**src/verilog/tsm_pkg.sv**
```systemverilog
// Package: register map, field positions, modes and event carriers of the slave-mode timer
package tsm_pkg;

  // ====================================
  // Register offsets
  localparam logic [7:0]  TSM_OFS_CTRL    = 8'h00;
  localparam logic [7:0]  TSM_OFS_SLAVE   = 8'h08;
  localparam logic [7:0]  TSM_OFS_ENABLE  = 8'h0C;
  localparam logic [7:0]  TSM_OFS_FLAGS   = 8'h10;
  localparam logic [7:0]  TSM_OFS_COUNT   = 8'h24;

  // ====================================
  // Field positions
  localparam int          TSM_CEN_BIT     = 0;
  localparam int          TSM_MODE_LSB    = 0;
  localparam int          TSM_SRC_LSB     = 4;
  localparam int          TSM_ECE_BIT     = 14;
  localparam int          TSM_UPDIRQ_BIT  = 0;
  localparam int          TSM_CCIE_LSB    = 1;
  localparam int          TSM_TRGIRQ_BIT  = 6;
  localparam int          TSM_UPDDMA_BIT  = 8;
  localparam int          TSM_CCDE_LSB    = 9;
  localparam int          TSM_PSDE_BIT    = 13;
  localparam int          TSM_TRGDMA_BIT  = 14;
  localparam int          TSM_UF_BIT      = 0;
  localparam int          TSM_CCF_LSB     = 1;
  localparam int          TSM_PSF_BIT     = 5;
  localparam int          TSM_TF_BIT      = 6;

  // ====================================
  // Writable-bit masks and reset values
  localparam logic [15:0] TSM_ENABLE_MASK = 16'h7F5F;
  localparam logic [15:0] TSM_FLAGS_MASK  = 16'h007F;
  localparam logic [15:0] TSM_ENABLE_RST  = 16'h0000;
  localparam logic [15:0] TSM_FLAGS_RST   = 16'h0000;
  localparam logic [15:0] TSM_COUNT_RST   = 16'h0000;
  localparam logic [15:0] TSM_COUNT_MAX   = 16'hFFFF;
  localparam logic [15:0] TSM_COUNT_ONE   = 16'h0001;

  // ====================================
  // Slave modes
  typedef enum logic [2:0] {
    TSM_INTERNAL = 3'b000,
    TSM_ENC1     = 3'b001,
    TSM_ENC2     = 3'b010,
    TSM_ENC3     = 3'b011,
    TSM_RESET    = 3'b100,
    TSM_GATED    = 3'b101,
    TSM_TRIGGER  = 3'b110,
    TSM_EXTCLK   = 3'b111
  } tsm_mode_e;

  // ====================================
  // Carriers
  typedef struct packed {
    logic       trig;
    logic       phase;
    logic [3:0] cc;
    logic       upd;
  } tsm_events_s;

  typedef struct packed {
    logic       ece;
    logic [2:0] src;
    tsm_mode_e  mode;
  } tsm_slave_s;

  localparam tsm_slave_s TSM_SLAVE_RST = '{ece: 1'b0, src: 3'h0, mode: TSM_INTERNAL};

endpackage : tsm_pkg

```
**src/verilog/tsm_trig_det.sv**
```systemverilog
// Trigger source selector with registered level and edge detection
module tsm_trig_det (
  input  wire logic       clk_in,
  input  wire logic       rst_n_in,
  input  wire logic [2:0] src_in,
  input  wire logic [3:0] itr_in,
  input  wire logic       ti1_edge_in,
  input  wire logic       ti1_in,
  input  wire logic       ti2_in,
  input  wire logic       xtrg_in,
  output logic            level_out,
  output logic            rise_out,
  output logic            edge_out
);

  // ====================================
  // Source mux
  logic sel;

  // Source is only changed while the slave mode is idle, so no glitch guard
  always_comb begin
    case (src_in)
      3'h0:    sel = itr_in[0];
      3'h1:    sel = itr_in[1];
      3'h2:    sel = itr_in[2];
      3'h3:    sel = itr_in[3];
      3'h4:    sel = ti1_edge_in;
      3'h5:    sel = ti1_in;
      3'h6:    sel = ti2_in;
      default: sel = xtrg_in;
    endcase
  end

  // ====================================
  // Registered level and edges
  always_ff @(posedge clk_in or negedge rst_n_in) begin
    if (!rst_n_in) begin
      level_out <= 1'b0;
      rise_out  <= 1'b0;
      edge_out  <= 1'b0;
    end else begin
      level_out <= sel;
      rise_out  <= sel & ~level_out;
      edge_out  <= sel ^ level_out;
    end
  end

endmodule : tsm_trig_det

```
**src/verilog/tsm_slave_timer.sv**
```systemverilog
// Slave-mode counter control with DMA and interrupt enable register
// Notes on behaviour
// - Mode 000: counter ticks from the internal clock, or from external trigger rising edges in external clock mode 2; reset default.
// - Mode 001: count on input-two edges, direction from input-one level.
// - Mode 010: count on input-one edges, direction from input-two level.
// - Mode 011: count on both inputs' edges, direction from the other level.
// - Mode 100: trigger rising edge clears counter and raises an update event.
// - Mode 101: counter ticks only while trigger is high.
// - Mode 110: trigger rising edge starts counter; never stops it.
// - Mode 111: each trigger rising edge advances the counter.
// - Trigger DMA request only while enable bit 14 set; resets zero.
// - Phase-switch DMA request only while enable bit 13 set.
// - Channel DMA enables at bits 9 to 12, one per channel.
// - Update DMA request only while enable bit 8 set.
// - Trigger interrupt only while enable bit 6 set.
// - Channel interrupt enables at bits 1 to 4, one per channel.
// - Update interrupt only while enable bit 0 set.
// - With both external clock modes on, count from filtered external trigger.
// - Trigger event: rising trigger edge, or any edge in gating mode.
//
// Our own choices: the address-and-strobe port and the placing of the registers.
module tsm_slave_timer (
  input  wire logic              mclk_in,
  input  wire logic              rstn_in,
  input  wire logic [7:0]        addr_in,
  input  wire logic [15:0]       wdata_in,
  input  wire logic              wr_in,
  input  wire logic              rd_in,
  input  wire logic              filt_in1_in,
  input  wire logic              filt_in2_in,
  input  wire logic              ti1_edge_in,
  input  wire logic [3:0]        itr_in,
  input  wire logic              xtrg_in,
  input  wire logic [3:0]        cc_event_in,
  input  wire logic              phase_event_in,
  output logic [15:0]            rdata_out,
  output tsm_pkg::tsm_events_s   dma_req_out,
  output logic                   irq_out,
  output logic [15:0]            count_out,
  output logic                   update_event_out
);

  // ====================================
  // Reset release
  logic rst_meta;
  logic rst_n;

  // Two-stage release so deassertion is clean against mclk_in
  always_ff @(posedge mclk_in or negedge rstn_in) begin
    if (!rstn_in) begin
      rst_meta <= 1'b0;
      rst_n    <= 1'b0;
    end else begin
      rst_meta <= 1'b1;
      rst_n    <= rst_meta;
    end
  end

  // ====================================
  // Register state
  tsm_pkg::tsm_slave_s slave_cfg;
  logic [15:0]         enable_reg;
  logic [15:0]         flags;
  logic                counter_enable;
  logic [15:0]         count;

  logic wr_ctrl;
  logic wr_slave;
  logic wr_enable;
  logic wr_flags;
  logic wr_count;

  assign wr_ctrl   = wr_in && (addr_in == tsm_pkg::TSM_OFS_CTRL);
  assign wr_slave  = wr_in && (addr_in == tsm_pkg::TSM_OFS_SLAVE);
  assign wr_enable = wr_in && (addr_in == tsm_pkg::TSM_OFS_ENABLE);
  assign wr_flags  = wr_in && (addr_in == tsm_pkg::TSM_OFS_FLAGS);
  assign wr_count  = wr_in && (addr_in == tsm_pkg::TSM_OFS_COUNT);

  // Enable-bit aliases
  logic       trigger_dma_enable;
  logic       phase_switch_dma_enable;
  logic [3:0] channel_dma_enable;
  logic       update_dma_enable;
  logic       trigger_irq_enable;
  logic [3:0] channel_irq_enable;
  logic       update_irq_enable;

  assign trigger_dma_enable      = enable_reg[tsm_pkg::TSM_TRGDMA_BIT];
  assign phase_switch_dma_enable = enable_reg[tsm_pkg::TSM_PSDE_BIT];
  assign channel_dma_enable      = enable_reg[tsm_pkg::TSM_CCDE_LSB +: 4];
  assign update_dma_enable       = enable_reg[tsm_pkg::TSM_UPDDMA_BIT];
  assign trigger_irq_enable      = enable_reg[tsm_pkg::TSM_TRGIRQ_BIT];
  assign channel_irq_enable      = enable_reg[tsm_pkg::TSM_CCIE_LSB +: 4];
  assign update_irq_enable       = enable_reg[tsm_pkg::TSM_UPDIRQ_BIT];

  // Slave configuration; all modes start at internal clock
  always_ff @(posedge mclk_in or negedge rst_n) begin
    if (!rst_n) begin
      slave_cfg <= tsm_pkg::TSM_SLAVE_RST;
    end else if (wr_slave) begin
      slave_cfg.mode <= tsm_pkg::tsm_mode_e'(wdata_in[tsm_pkg::TSM_MODE_LSB +: 3]);
      slave_cfg.src  <= wdata_in[tsm_pkg::TSM_SRC_LSB +: 3];
      slave_cfg.ece  <= wdata_in[tsm_pkg::TSM_ECE_BIT];
    end
  end

  // Enable register; masked so reserved bits never hold a one
  always_ff @(posedge mclk_in or negedge rst_n) begin
    if (!rst_n) begin
      enable_reg <= tsm_pkg::TSM_ENABLE_RST;
    end else if (wr_enable) begin
      enable_reg <= wdata_in & tsm_pkg::TSM_ENABLE_MASK;
    end
  end

  // ====================================
  // Trigger input
  logic trig_level;
  logic trig_rise;
  logic trig_edge;

  // Source choice is only safe to change while the mode is idle
  tsm_trig_det u_trig (
    .clk_in      (mclk_in),
    .rst_n_in    (rst_n),
    .src_in      (slave_cfg.src),
    .itr_in      (itr_in),
    .ti1_edge_in (ti1_edge_in),
    .ti1_in      (filt_in1_in),
    .ti2_in      (filt_in2_in),
    .xtrg_in     (xtrg_in),
    .level_out   (trig_level),
    .rise_out    (trig_rise),
    .edge_out    (trig_edge)
  );

  // ====================================
  // Encoder and external clock edges
  logic ti1_q;
  logic ti2_q;
  logic xtrg_q;
  logic ti1_edge;
  logic ti2_edge;
  logic xtrg_rise;

  // Previous input levels
  always_ff @(posedge mclk_in or negedge rst_n) begin
    if (!rst_n) begin
      ti1_q  <= 1'b0;
      ti2_q  <= 1'b0;
      xtrg_q <= 1'b0;
    end else begin
      ti1_q  <= filt_in1_in;
      ti2_q  <= filt_in2_in;
      xtrg_q <= xtrg_in;
    end
  end

  assign ti1_edge  = filt_in1_in ^ ti1_q;
  assign ti2_edge  = filt_in2_in ^ ti2_q;
  assign xtrg_rise = xtrg_in & ~xtrg_q;

  // ====================================
  // Counting clock and direction per slave mode
  logic tick;
  logic count_down;
  logic base_tick;

  // External clock mode 2 replaces the internal clock as the base
  assign base_tick = slave_cfg.ece ? xtrg_rise : 1'b1;

  always_comb begin
    tick       = 1'b0;
    count_down = 1'b0;
    case (slave_cfg.mode)
      // Reset and trigger modes count like mode 000 between their triggers
      tsm_pkg::TSM_INTERNAL, tsm_pkg::TSM_RESET, tsm_pkg::TSM_TRIGGER: begin
        tick = base_tick;
      end
      tsm_pkg::TSM_ENC1: begin
        tick       = ti2_edge;
        count_down = filt_in2_in != filt_in1_in;
      end
      tsm_pkg::TSM_ENC2: begin
        tick       = ti1_edge;
        count_down = filt_in1_in == filt_in2_in;
      end
      tsm_pkg::TSM_ENC3: begin
        // A double edge in one cycle is a lost step and is dropped
        tick       = ti1_edge ^ ti2_edge;
        count_down = ti1_edge ? (filt_in1_in == filt_in2_in)
                              : (filt_in2_in != filt_in1_in);
      end
      tsm_pkg::TSM_GATED: begin
        tick = base_tick & trig_level;
      end
      tsm_pkg::TSM_EXTCLK: begin
        tick = slave_cfg.ece ? xtrg_rise : trig_rise;
      end
      default: begin
        tick = 1'b0;
      end
    endcase
  end

  // ====================================
  // Events of this cycle
  logic                 reset_hit;
  logic                 start_hit;
  logic                 step;
  logic                 wrap;
  tsm_pkg::tsm_events_s events;

  assign reset_hit = trig_rise && (slave_cfg.mode == tsm_pkg::TSM_RESET);
  assign start_hit = trig_rise && (slave_cfg.mode == tsm_pkg::TSM_TRIGGER);
  assign step      = counter_enable && tick;
  assign wrap      = step && (count_down ? (count == 16'h0000)
                                         : (count == tsm_pkg::TSM_COUNT_MAX));

  // Gating reports both edges, every other mode only the rising one
  assign events.trig  = (slave_cfg.mode == tsm_pkg::TSM_GATED) ? trig_edge
                                                               : trig_rise;
  assign events.phase = phase_event_in;
  assign events.cc    = cc_event_in;
  assign events.upd   = wrap || reset_hit;

  // ====================================
  // Counter enable and core counter
  // Hardware start wins over a software clear in the same cycle
  always_ff @(posedge mclk_in or negedge rst_n) begin
    if (!rst_n) begin
      counter_enable <= 1'b0;
    end else if (start_hit) begin
      counter_enable <= 1'b1;
    end else if (wr_ctrl) begin
      counter_enable <= wdata_in[tsm_pkg::TSM_CEN_BIT];
    end
  end

  // Reset-mode trigger outranks a software load and a count step
  always_ff @(posedge mclk_in or negedge rst_n) begin
    if (!rst_n) begin
      count <= tsm_pkg::TSM_COUNT_RST;
    end else if (reset_hit) begin
      count <= tsm_pkg::TSM_COUNT_RST;
    end else if (wr_count) begin
      count <= wdata_in;
    end else if (step) begin
      count <= count_down ? count - tsm_pkg::TSM_COUNT_ONE
                          : count + tsm_pkg::TSM_COUNT_ONE;
    end
  end

  // ====================================
  // Sticky flags, cleared by writing zero; a new event wins
  logic [15:0] flag_set;
  logic [15:0] next_flags;

  always_comb begin
    flag_set                                  = 16'h0000;
    flag_set[tsm_pkg::TSM_UF_BIT]             = events.upd;
    flag_set[tsm_pkg::TSM_CCF_LSB +: 4]       = events.cc;
    flag_set[tsm_pkg::TSM_PSF_BIT]            = events.phase;
    flag_set[tsm_pkg::TSM_TF_BIT]             = events.trig;
    next_flags = wr_flags ? (flags & wdata_in) : flags;
    next_flags = (next_flags | flag_set) & tsm_pkg::TSM_FLAGS_MASK;
  end

  always_ff @(posedge mclk_in or negedge rst_n) begin
    if (!rst_n) begin
      flags <= tsm_pkg::TSM_FLAGS_RST;
    end else begin
      flags <= next_flags;
    end
  end

  // ====================================
  // DMA requests: one-cycle pulses gated by their enables
  always_ff @(posedge mclk_in or negedge rst_n) begin
    if (!rst_n) begin
      dma_req_out <= '0;
    end else begin
      dma_req_out.trig  <= events.trig && trigger_dma_enable;
      dma_req_out.phase <= events.phase && phase_switch_dma_enable;
      dma_req_out.cc    <= events.cc & channel_dma_enable;
      dma_req_out.upd   <= events.upd && update_dma_enable;
    end
  end

  // ====================================
  // Interrupt level; phase-switch has no interrupt enable of its own
  logic irq_any;

  assign irq_any = (flags[tsm_pkg::TSM_TF_BIT] && trigger_irq_enable)
                || |(flags[tsm_pkg::TSM_CCF_LSB +: 4] & channel_irq_enable)
                || (flags[tsm_pkg::TSM_UF_BIT] && update_irq_enable);

  // Registered, so it trails the flag by one cycle
  always_ff @(posedge mclk_in or negedge rst_n) begin
    if (!rst_n) begin
      irq_out <= 1'b0;
    end else begin
      irq_out <= irq_any;
    end
  end

  // ====================================
  // Mirrors of internal state
  always_ff @(posedge mclk_in or negedge rst_n) begin
    if (!rst_n) begin
      count_out        <= tsm_pkg::TSM_COUNT_RST;
      update_event_out <= 1'b0;
    end else begin
      count_out        <= count;
      update_event_out <= events.upd;
    end
  end

  // ====================================
  // Read port; unmapped addresses read zero
  always_ff @(posedge mclk_in or negedge rst_n) begin
    if (!rst_n) begin
      rdata_out <= 16'h0000;
    end else if (rd_in) begin
      case (addr_in)
        tsm_pkg::TSM_OFS_CTRL:   rdata_out <= {15'h0000, counter_enable};
        tsm_pkg::TSM_OFS_SLAVE:  rdata_out <= {1'b0, slave_cfg.ece, 7'h00,
                                               slave_cfg.src, 1'b0, slave_cfg.mode};
        tsm_pkg::TSM_OFS_ENABLE: rdata_out <= enable_reg;
        tsm_pkg::TSM_OFS_FLAGS:  rdata_out <= flags;
        tsm_pkg::TSM_OFS_COUNT:  rdata_out <= count;
        default:                 rdata_out <= 16'h0000;
      endcase
    end else begin
      rdata_out <= 16'h0000;
    end
  end

endmodule : tsm_slave_timer

```
**config.mk**
```make
export PLATFORM = sky130hd
export DESIGN_NAME = tsm_slave_timer
export DESIGN_NICKNAME = d
export VERILOG_FILES = /design/src/verilog/tsm_pkg.sv /design/src/verilog/tsm_trig_det.sv /design/src/verilog/tsm_slave_timer.sv
export SDC_FILE = /design/constraint.sdc
export NUM_CORES = 1
export LEC_CHECK = 0
export ABC_CLOCK_PERIOD_IN_PS = 3100
export BUFFER_PORTS_ARGS = -buffer_cell sky130_fd_sc_hd__buf_4
export CORE_ASPECT_RATIO = 0.6
export CORE_MARGIN = 1
export CORE_UTILIZATION = 55
export DETAILED_ROUTE_END_ITERATION = 16
export GPL_ROUTABILITY_DRIVEN = 0
export PLACE_DENSITY = 0.87
export SYNTH_ARGS = -nofsm -noshare
export SYNTH_HDL_FRONTEND = slang
export SYNTH_SLANG_ARGS = --single-unit
```
**constraint.sdc**
```tcl
create_clock -name mclk_in -period 3.1 [get_ports mclk_in]
set_input_delay 0.62 -clock mclk_in [delete_from_list [all_inputs] [get_ports mclk_in]]
set_output_delay 0.62 -clock mclk_in [all_outputs]
set_load 0.005 [all_outputs]
```
==> impl_metrics.py, run 1 <==
metrics = {
    "route": {
        "wl_mm": 14.0,
        "via_count": 4227,
        "ant_nets": 0,
        "drt-vias-per-instance": 6.45,
        "wire_per_inst_um": 21.3,
        "route.detailed.drc": 0,
        "dr.pass1.iters": 6,
        "drtIter0Drc": 408,
    },
    "grt": {
        "antenna_found_initial": 0,
        "first_global_vias": 3977,
        "grt_pass1_wl_mm": 21.1,
        "grt_usage": 0.320,
        "grt_max_degree": 92,
        "overflow": 0,
    },
    "cts": {
        "clkSinkCount": 93,
        "clock_path_buffers": 2,
        "cts_root_buffer": "clkbuf_16",
        "cts_tree": "done",
        "cts_buffers": 9,
        "clk_pin_slew_worst_paths_ps": 70,
        "clock_latency_ps": 360,
        "h-tree-depth": 3,
    },
    "pwr": {
        "power_w": 0.00457,
        "peakVddDrop_v": 0.000480,
        "p_per_area_nw_per_um2": 763,
        "p_leak_nw": 2.81,
    },
    "cells_and_area": {
        "final_util": 0.737,
        "diodes": 0,
        "reg_top3": "count: 16 flops, count_out: 16 flops, rdata_out: 16 flops",
        "final_area_um2": 5990,
        "instances_no_fill": 655,
        "layout-drive-gt1-share": 0.302,
        "area.growth.synth_to_final_pct": 25.2,
        "fin_nets": 599,
    },
    "timing": {
        "post-route-period-util": 1.01,
        "final.setup.worst_slack_ps": -22.1,
        "fmaxAchievable_mhz": 320,
        "slew_viol_final": 0,
        "min_period_ps": 3120,
        "tightest_slew_ps": 1150,
        "clock_skew_ps": 7.59,
        "relSlewSlack": 0.236,
        "hold_ws_ps": 34.8,
        "rsz0062_at_grt": "yes",
        "setup_violations": 1,
        "finalHoldViolations": 0,
    },
    "critical_path": {
        "worstPathRequired_ps": 3320,
        "worst-path-max-fanout": 8,
        "reg2reg_slack_ps": -20,
        "crit_start": "slave_cfg[0]$_DFFE_PN0P_",
        "crit_arrival_ps": 3340,
        "worstRegToRegCells": 10,
        "endpoint_kind": "flip-flop",
        "worst_setup_path_start_kind": "flip-flop",
        "worstSetupPathType": "flip-flop to flip-flop",
        "r2r_end": "count[14]$_DFFE_PN0P_",
        "endpoint": "count[14]$_DFFE_PN0P_",
        "r2r-start": "slave_cfg[0]$_DFFE_PN0P_",
    },
    "yosys": {
        "netlist_top_cells_count": "93 x dfrtp_1, 28 x nor2_1, 26 x a21oi_1, 22 x o21ai_0, 21 x nand2_1",
        "yosysSeqAreaShare": 0.486,
        "synth_edf_count": 0,
        "synth_top_area_cell": "dfrtp_1",
        "ys_seq_elements": 93,
        "syn_avg_cell_area_um2": 10.9,
        "ys.warnings.count": 0,
        "syn_nets": 496,
        "synth-main-ff-cell": "dfrtp_1",
        "synthCells": 439,
        "synthTopCellsByArea": "dfrtp_1 49%, ha_1 3.9%, mux2_2 3.1%",
        "synthArstFlopShare": 1.00,
        "yosysMostFrequentCell": "dfrtp_1",
        "yosysTopAreaCellShare": 0.486,
        "syn-cell-area_um2": 4790,
        "synth.distinct_cells": 68,
    },
    "place": {
        "place_inst": 632,
        "io_buffers": 81,
        "dp_hpwl_mm": 10.0,
        "dpl-instance-area_um2": 5580,
    },
    "floorplanning": {
        "fp.dieW_um": 122,
        "core_um2": 8130,
        "io-pin-count": 82,
        "initial_core_util": 0.588,
        "rows": 25,
        "die_h_um": 74.3,
        "die-area_um2": 9090,
    },
    "run": {
        "drv_cap": 0,
    },
    "run_status": {
        "violations": "negative setup slack",
        "run_status": "complete, but fails checks",
    },
    "hold_path": {
        "hold_class": "primary input to async pin",
    },
}
## cell families (layout without fill, tap and decap cells)
| family | after synthesis | count (layout) | share of synthesized area |
|---|---|---|---|
| AND/OR/NAND/NOR | 135 | 135 | 0.157 |
| AO/OA/AOI/OAI | 117 | 117 | 0.170 |
| flip-flops | 93 | 93 | 0.486 |
| multiplexers | 39 | 39 | 0.0936 |
| buffers and inverters | 28 | 136 | 0.0306 |
| adder cells (fa/ha/maj) | 16 | 16 | 0.0434 |
| XOR/XNOR | 10 | 10 | 0.0183 |
| other | 1 | 1 | 0.000784 |
## final cells by class
class                           instances  area, um^2
Clock inverter                          7        67.6
Fill cell                             549        2140
Multi-Input combinational cell        318        2370
Timing Repair Buffer                  108         815
Inverter                               12        47.5
Sequential cell                        93        2330
Clock buffer                            9         225
Tap cell                              108         135
## timing repair
action,in CTS,in global routing
buffers inserted,0,7
gates resized for setup,1,15
setup endpoints to repair,2,8
pin swaps,0,6
hold buffers,0,0
## report_power, final
part,switching [W],internal [W],total (W)
Clock,0.000518,0.000563,0.00108
Combinational,0.000837,0.000828,0.00166
Sequential,0.000364,0.00146,0.00183
## through the flow
step	setup WS [ps]	setup TNS, ps
global route	-142	-446
CTS	65.2	0
finish	-22.1	-22.1
detailed placement	-134	-689
global placement	-0.550	-0.550
floorplan	7.80	0
## how the worst min path moves through the flow
stage | endpoint | slack, ps
floorplan | rst_meta$_DFF_PN0_ | 320
global placement | rst_n$_DFF_PN0_ | 340
detailed placement | rst_n$_DFF_PN0_ | 340
CTS | rst_n$_DFF_PN0_ | 30
global route | rst_n$_DFF_PN0_ | 20
finish | rst_n$_DFF_PN0_ | 30
## layer usage
layer,track usage,part of all wire,vias up
met3,0.0882,0.12,32
met4,0.0962,0.018,0
met1,0.452,0.43,2076
met5,0,0,-
li1,-,-,1841
met2,0.487,0.43,278
## placed cells by master, fill, tap and decap left out, types with 2 or more instances in the layout
master,synthesis,final
mux2_1,10,10
xnor2_1,6,6
nand3_1,16,15
mux2_2,13,13
and3_1,4,4
nand3b_1,2,2
nor2b_1,6,6
nor3_1,5,5
o21a_1,6,6
a21oi_1,26,23
clkinv_4,0,2
a211oi_2,2,2
nor4_1,4,4
inv_1,11,11
a311oi_1,3,2
a31oi_1,2,2
dfrtp_1,93,91
a21o_1,11,11
or2_2,3,3
mux2i_1,14,14
ha_1,15,15
a211o_1,2,2
nand2_1,21,21
and2_1,11,10
a21oi_2,0,2
nor2_1,28,28
nand4_1,11,11
a222oi_1,3,3
o21ai_1,10,12
nor4_2,2,2
xor2_1,4,4
clkbuf_16,0,9
inv_6,0,2
o21ai_0,22,20
o211ai_1,3,3
nand2b_1,9,9
a22oi_1,10,10
a221oi_1,4,3
buf_4,3,107
## worst max-delay path, stage by stage (launching register included)
cell and delay [ps]:
dfrtp_2 470, inv_4 70, a211o_1 310, a311oi_4 480, ha_1 350, and2_2 240, a211oi_2 280, nor2_1 130
o32ai_2 260, mux2i_1 280, o211ai_1 120
No activity file was read; power rests on OpenSTA's default activity.
==> inputs of run 2 (changes only) <==
--- a/config.mk
+++ b/config.mk
@@ -5,11 +5,12 @@
 export SDC_FILE = /design/constraint.sdc
 export NUM_CORES = 1
 export LEC_CHECK = 0
-export ABC_CLOCK_PERIOD_IN_PS = 3100
+export ABC_CLOCK_PERIOD_IN_PS = 3500
 export BUFFER_PORTS_ARGS = -buffer_cell sky130_fd_sc_hd__buf_4
 export CORE_ASPECT_RATIO = 0.6
 export CORE_MARGIN = 1
 export CORE_UTILIZATION = 55
+export CTS_BUF_LIST = sky130_fd_sc_hd__clkbuf_16
 export DETAILED_ROUTE_END_ITERATION = 16
 export GPL_ROUTABILITY_DRIVEN = 0
 export PLACE_DENSITY = 0.87
==> constraint.sdc (replaced) <==
create_clock -name mclk_in -period 3.5 [get_ports mclk_in]
set_input_delay 0.7 -clock mclk_in [delete_from_list [all_inputs] [get_ports mclk_in]]
set_output_delay 0.7 -clock mclk_in [all_outputs]
set_load 0.005 [all_outputs]
==> impl_metrics.py, run 2 (synthesis gave the netlist of run 1 again) <==
metrics = {
    "grt": {
        "first_global_vias": 3858,
        "grt_usage": 0.316,
        "antenna_found_initial": 0,
        "overflow": 0,
        "grt_max_degree": 73,
        "grt_pass1_wl_mm": 20.9,
    },
    "place": {
        "dpl-instance-area_um2": 5490,
        "dp_hpwl_mm": 9.67,
        "io_buffers": 81,
    },
    "pwr": {
        "p_leak_nw": 2.71,
        "clkPwrFrac": 0.244,
        "p_switching_w": 0.00145,
        "p_per_area_nw_per_um2": 670,
        "p_seq_frac": 0.419,
        "peakVddDrop_v": 0.000471,
        "power_switching_share": 0.373,
        "intPower_w": 0.00243,
        "combPwrFrac": 0.337,
    },
    "floorplanning": {
        "core_um2": 8130,
        "die-area_um2": 9090,
        "io-pin-count": 82,
        "die_h_um": 74.3,
        "initial_core_util": 0.588,
        "fp.dieW_um": 122,
        "rows": 25,
    },
    "critical_path": {
        "crit_start": "slave_cfg[0]$_DFFE_PN0P_",
        "r2r-start": "slave_cfg[0]$_DFFE_PN0P_",
        "endpoint_kind": "flip-flop",
        "worstPathRequired_ps": 3720,
        "worstSetupPathType": "flip-flop to flip-flop",
        "critPathMaxStageDelay_ps": 550,
        "path_cells": "inv_4 > a211o_1 > a311oi_4 > buf_4 > ha_1 > a21o_1 > a211oi_2 > nor2_1 > o32ai_1 > mux2i_1 > o211ai_1",
        "worst-path-max-fanout": 9,
        "crit_arrival_ps": 3510,
        "cp_top_family": "compound AO/OA/AOI/OAI gates",
        "critPathBufInv": 2,
        "critPathSlowestCell": "dfrtp_1",
        "worst_setup_path_start_kind": "flip-flop",
    },
    "cts": {
        "cts_root_buffer": "clkbuf_16",
        "cts_buffers": 9,
        "clkSinkCount": 93,
        "clock_path_buffers": 2,
        "h-tree-depth": 3,
        "clk_pin_slew_worst_paths_ps": 70,
        "clock_latency_ps": 350,
        "cts_tree": "done",
    },
    "cells_and_area": {
        "diodes": 0,
        "area.growth.synth_to_final_pct": 21.2,
        "layout_common_cells": "91 x dfrtp_1, 91 x buf_4, 28 x nor2_1, 26 x a21oi_1, 22 x o21ai_0",
        "fin_nets": 582,
        "reg_top3": "count: 16 flops, count_out: 16 flops, rdata_out: 16 flops",
        "final_area_um2": 5800,
        "layout-drive-gt1-share": 0.262,
    },
    "timing": {
        "clock_skew_ps": 8.68,
        "post-route-period-util": 0.939,
        "finalHoldViolations": 0,
        "rsz0062_at_grt": "no",
        "slew_viol_final": 0,
        "hold_ws_ps": 121,
        "setup_violations": 0,
        "relSlewSlack": 0.388,
        "min_period_ps": 3290,
        "fmaxAchievable_mhz": 304,
        "tightest_slew_ps": 918,
    },
    "route": {
        "via_count": 4170,
        "wire_per_inst_um": 20.7,
        "ant_nets": 0,
        "wl_mm": 13.2,
        "drt-vias-per-instance": 6.54,
        "drtIter0Drc": 560,
        "route.detailed.drc": 0,
        "dr.pass1.iters": 9,
    },
    "hold_path": {
        "hold_class": "primary input to async pin",
    },
    "run_status": {
        "run_status": "finished, final reports clean",
    },
    "run": {
        "drv_cap": 0,
    },
}
[run 2: cell count changes in the layout (fill, tap and decap cells not counted), sizes merged]
cell,delta
buf,-17
inv,+2
clkinv,-2
[run 2: per-stage QoR]
step	instances	util	setup WS (ps)	total power [W]	setup TNS (ps)
finish	638	0.713	214	0.00388	0
global route	638	0.713	11.9	0.00409	0
CTS	636	0.711	79.0	0.00384	0
detailed placement	620	0.676	-94.1	0.00287	-287
global placement	620	0.676	64.2	0.00280	0
floorplan	439	-	257	0.00233	0
[run 2: final cells by class]
cell class | instances | area [um^2]
fillers | 583 | 2330
flip-flops and latches | 93 | 2330
multi-input cells | 318 | 2310
repair buffers | 91 | 683
clock buffers | 9 | 225
well taps | 108 | 135
clock inverters | 7 | 62.6
inverters | 12 | 47.5
[run 2: worst paths after layout]
check / end / slack (ps) / depth (start not counted)
min in group mclk_in: rst_n$_DFF_PN0_ / 360 / 0
worst max-delay path: count[14]$_DFFE_PN0P_ / 210 / 11
worst min-delay path: rst_n$_DFF_PN0_ / 120 / 1
max in group asynchronous: slave_cfg[1]$_DFFE_PN0P_ / 2190 / 1
worst min register to register: rst_n$_DFF_PN0_ / 360 / 0
worst max register to register: count[14]$_DFFE_PN0P_ / 210 / 11
[run 2: worst reg2reg max path: stages (launching register included)]
cell      delay (ps)
dfrtp_1          550
inv_4             90
a211o_1          320
a311oi_4         440
buf_4            210
ha_1             230
a21o_1           200
a211oi_2         360
nor2_1           120
o32ai_1          330
mux2i_1          230
o211ai_1          90
[run 2: timing repair]
item | 4_1_cts | 5_1_grt
hold buffers | 0 | 0
setup endpoints to repair | 0 | 7
gates resized for setup | 0 | 1
buffers inserted | 0 | 2
[run 2: routing by layer]
| layer | wire length (um) | vias up | track usage |
|---|---|---|---|
| li1 | - | 1805 | - |
| met1 | 5990 | 2061 | 0.469 |
| met2 | 5540 | 274 | 0.464 |
| met3 | 1530 | 30 | 0.0821 |
| met4 | 163 | 0 | 0.0772 |
| met5 | 0 | - | 0 |
[run 2: power by group through the flow]
stage	registers, W	clock network (W)	logic (W)
final	0.00163	0.000947	0.00131
after global routing	0.00165	0.000999	0.00144
after CTS	0.00161	0.000960	0.00127
after detailed placement	0.00162	0	0.00126
after global placement	0.00161	0	0.00119
after floorplan	0.00150	0	0.000828
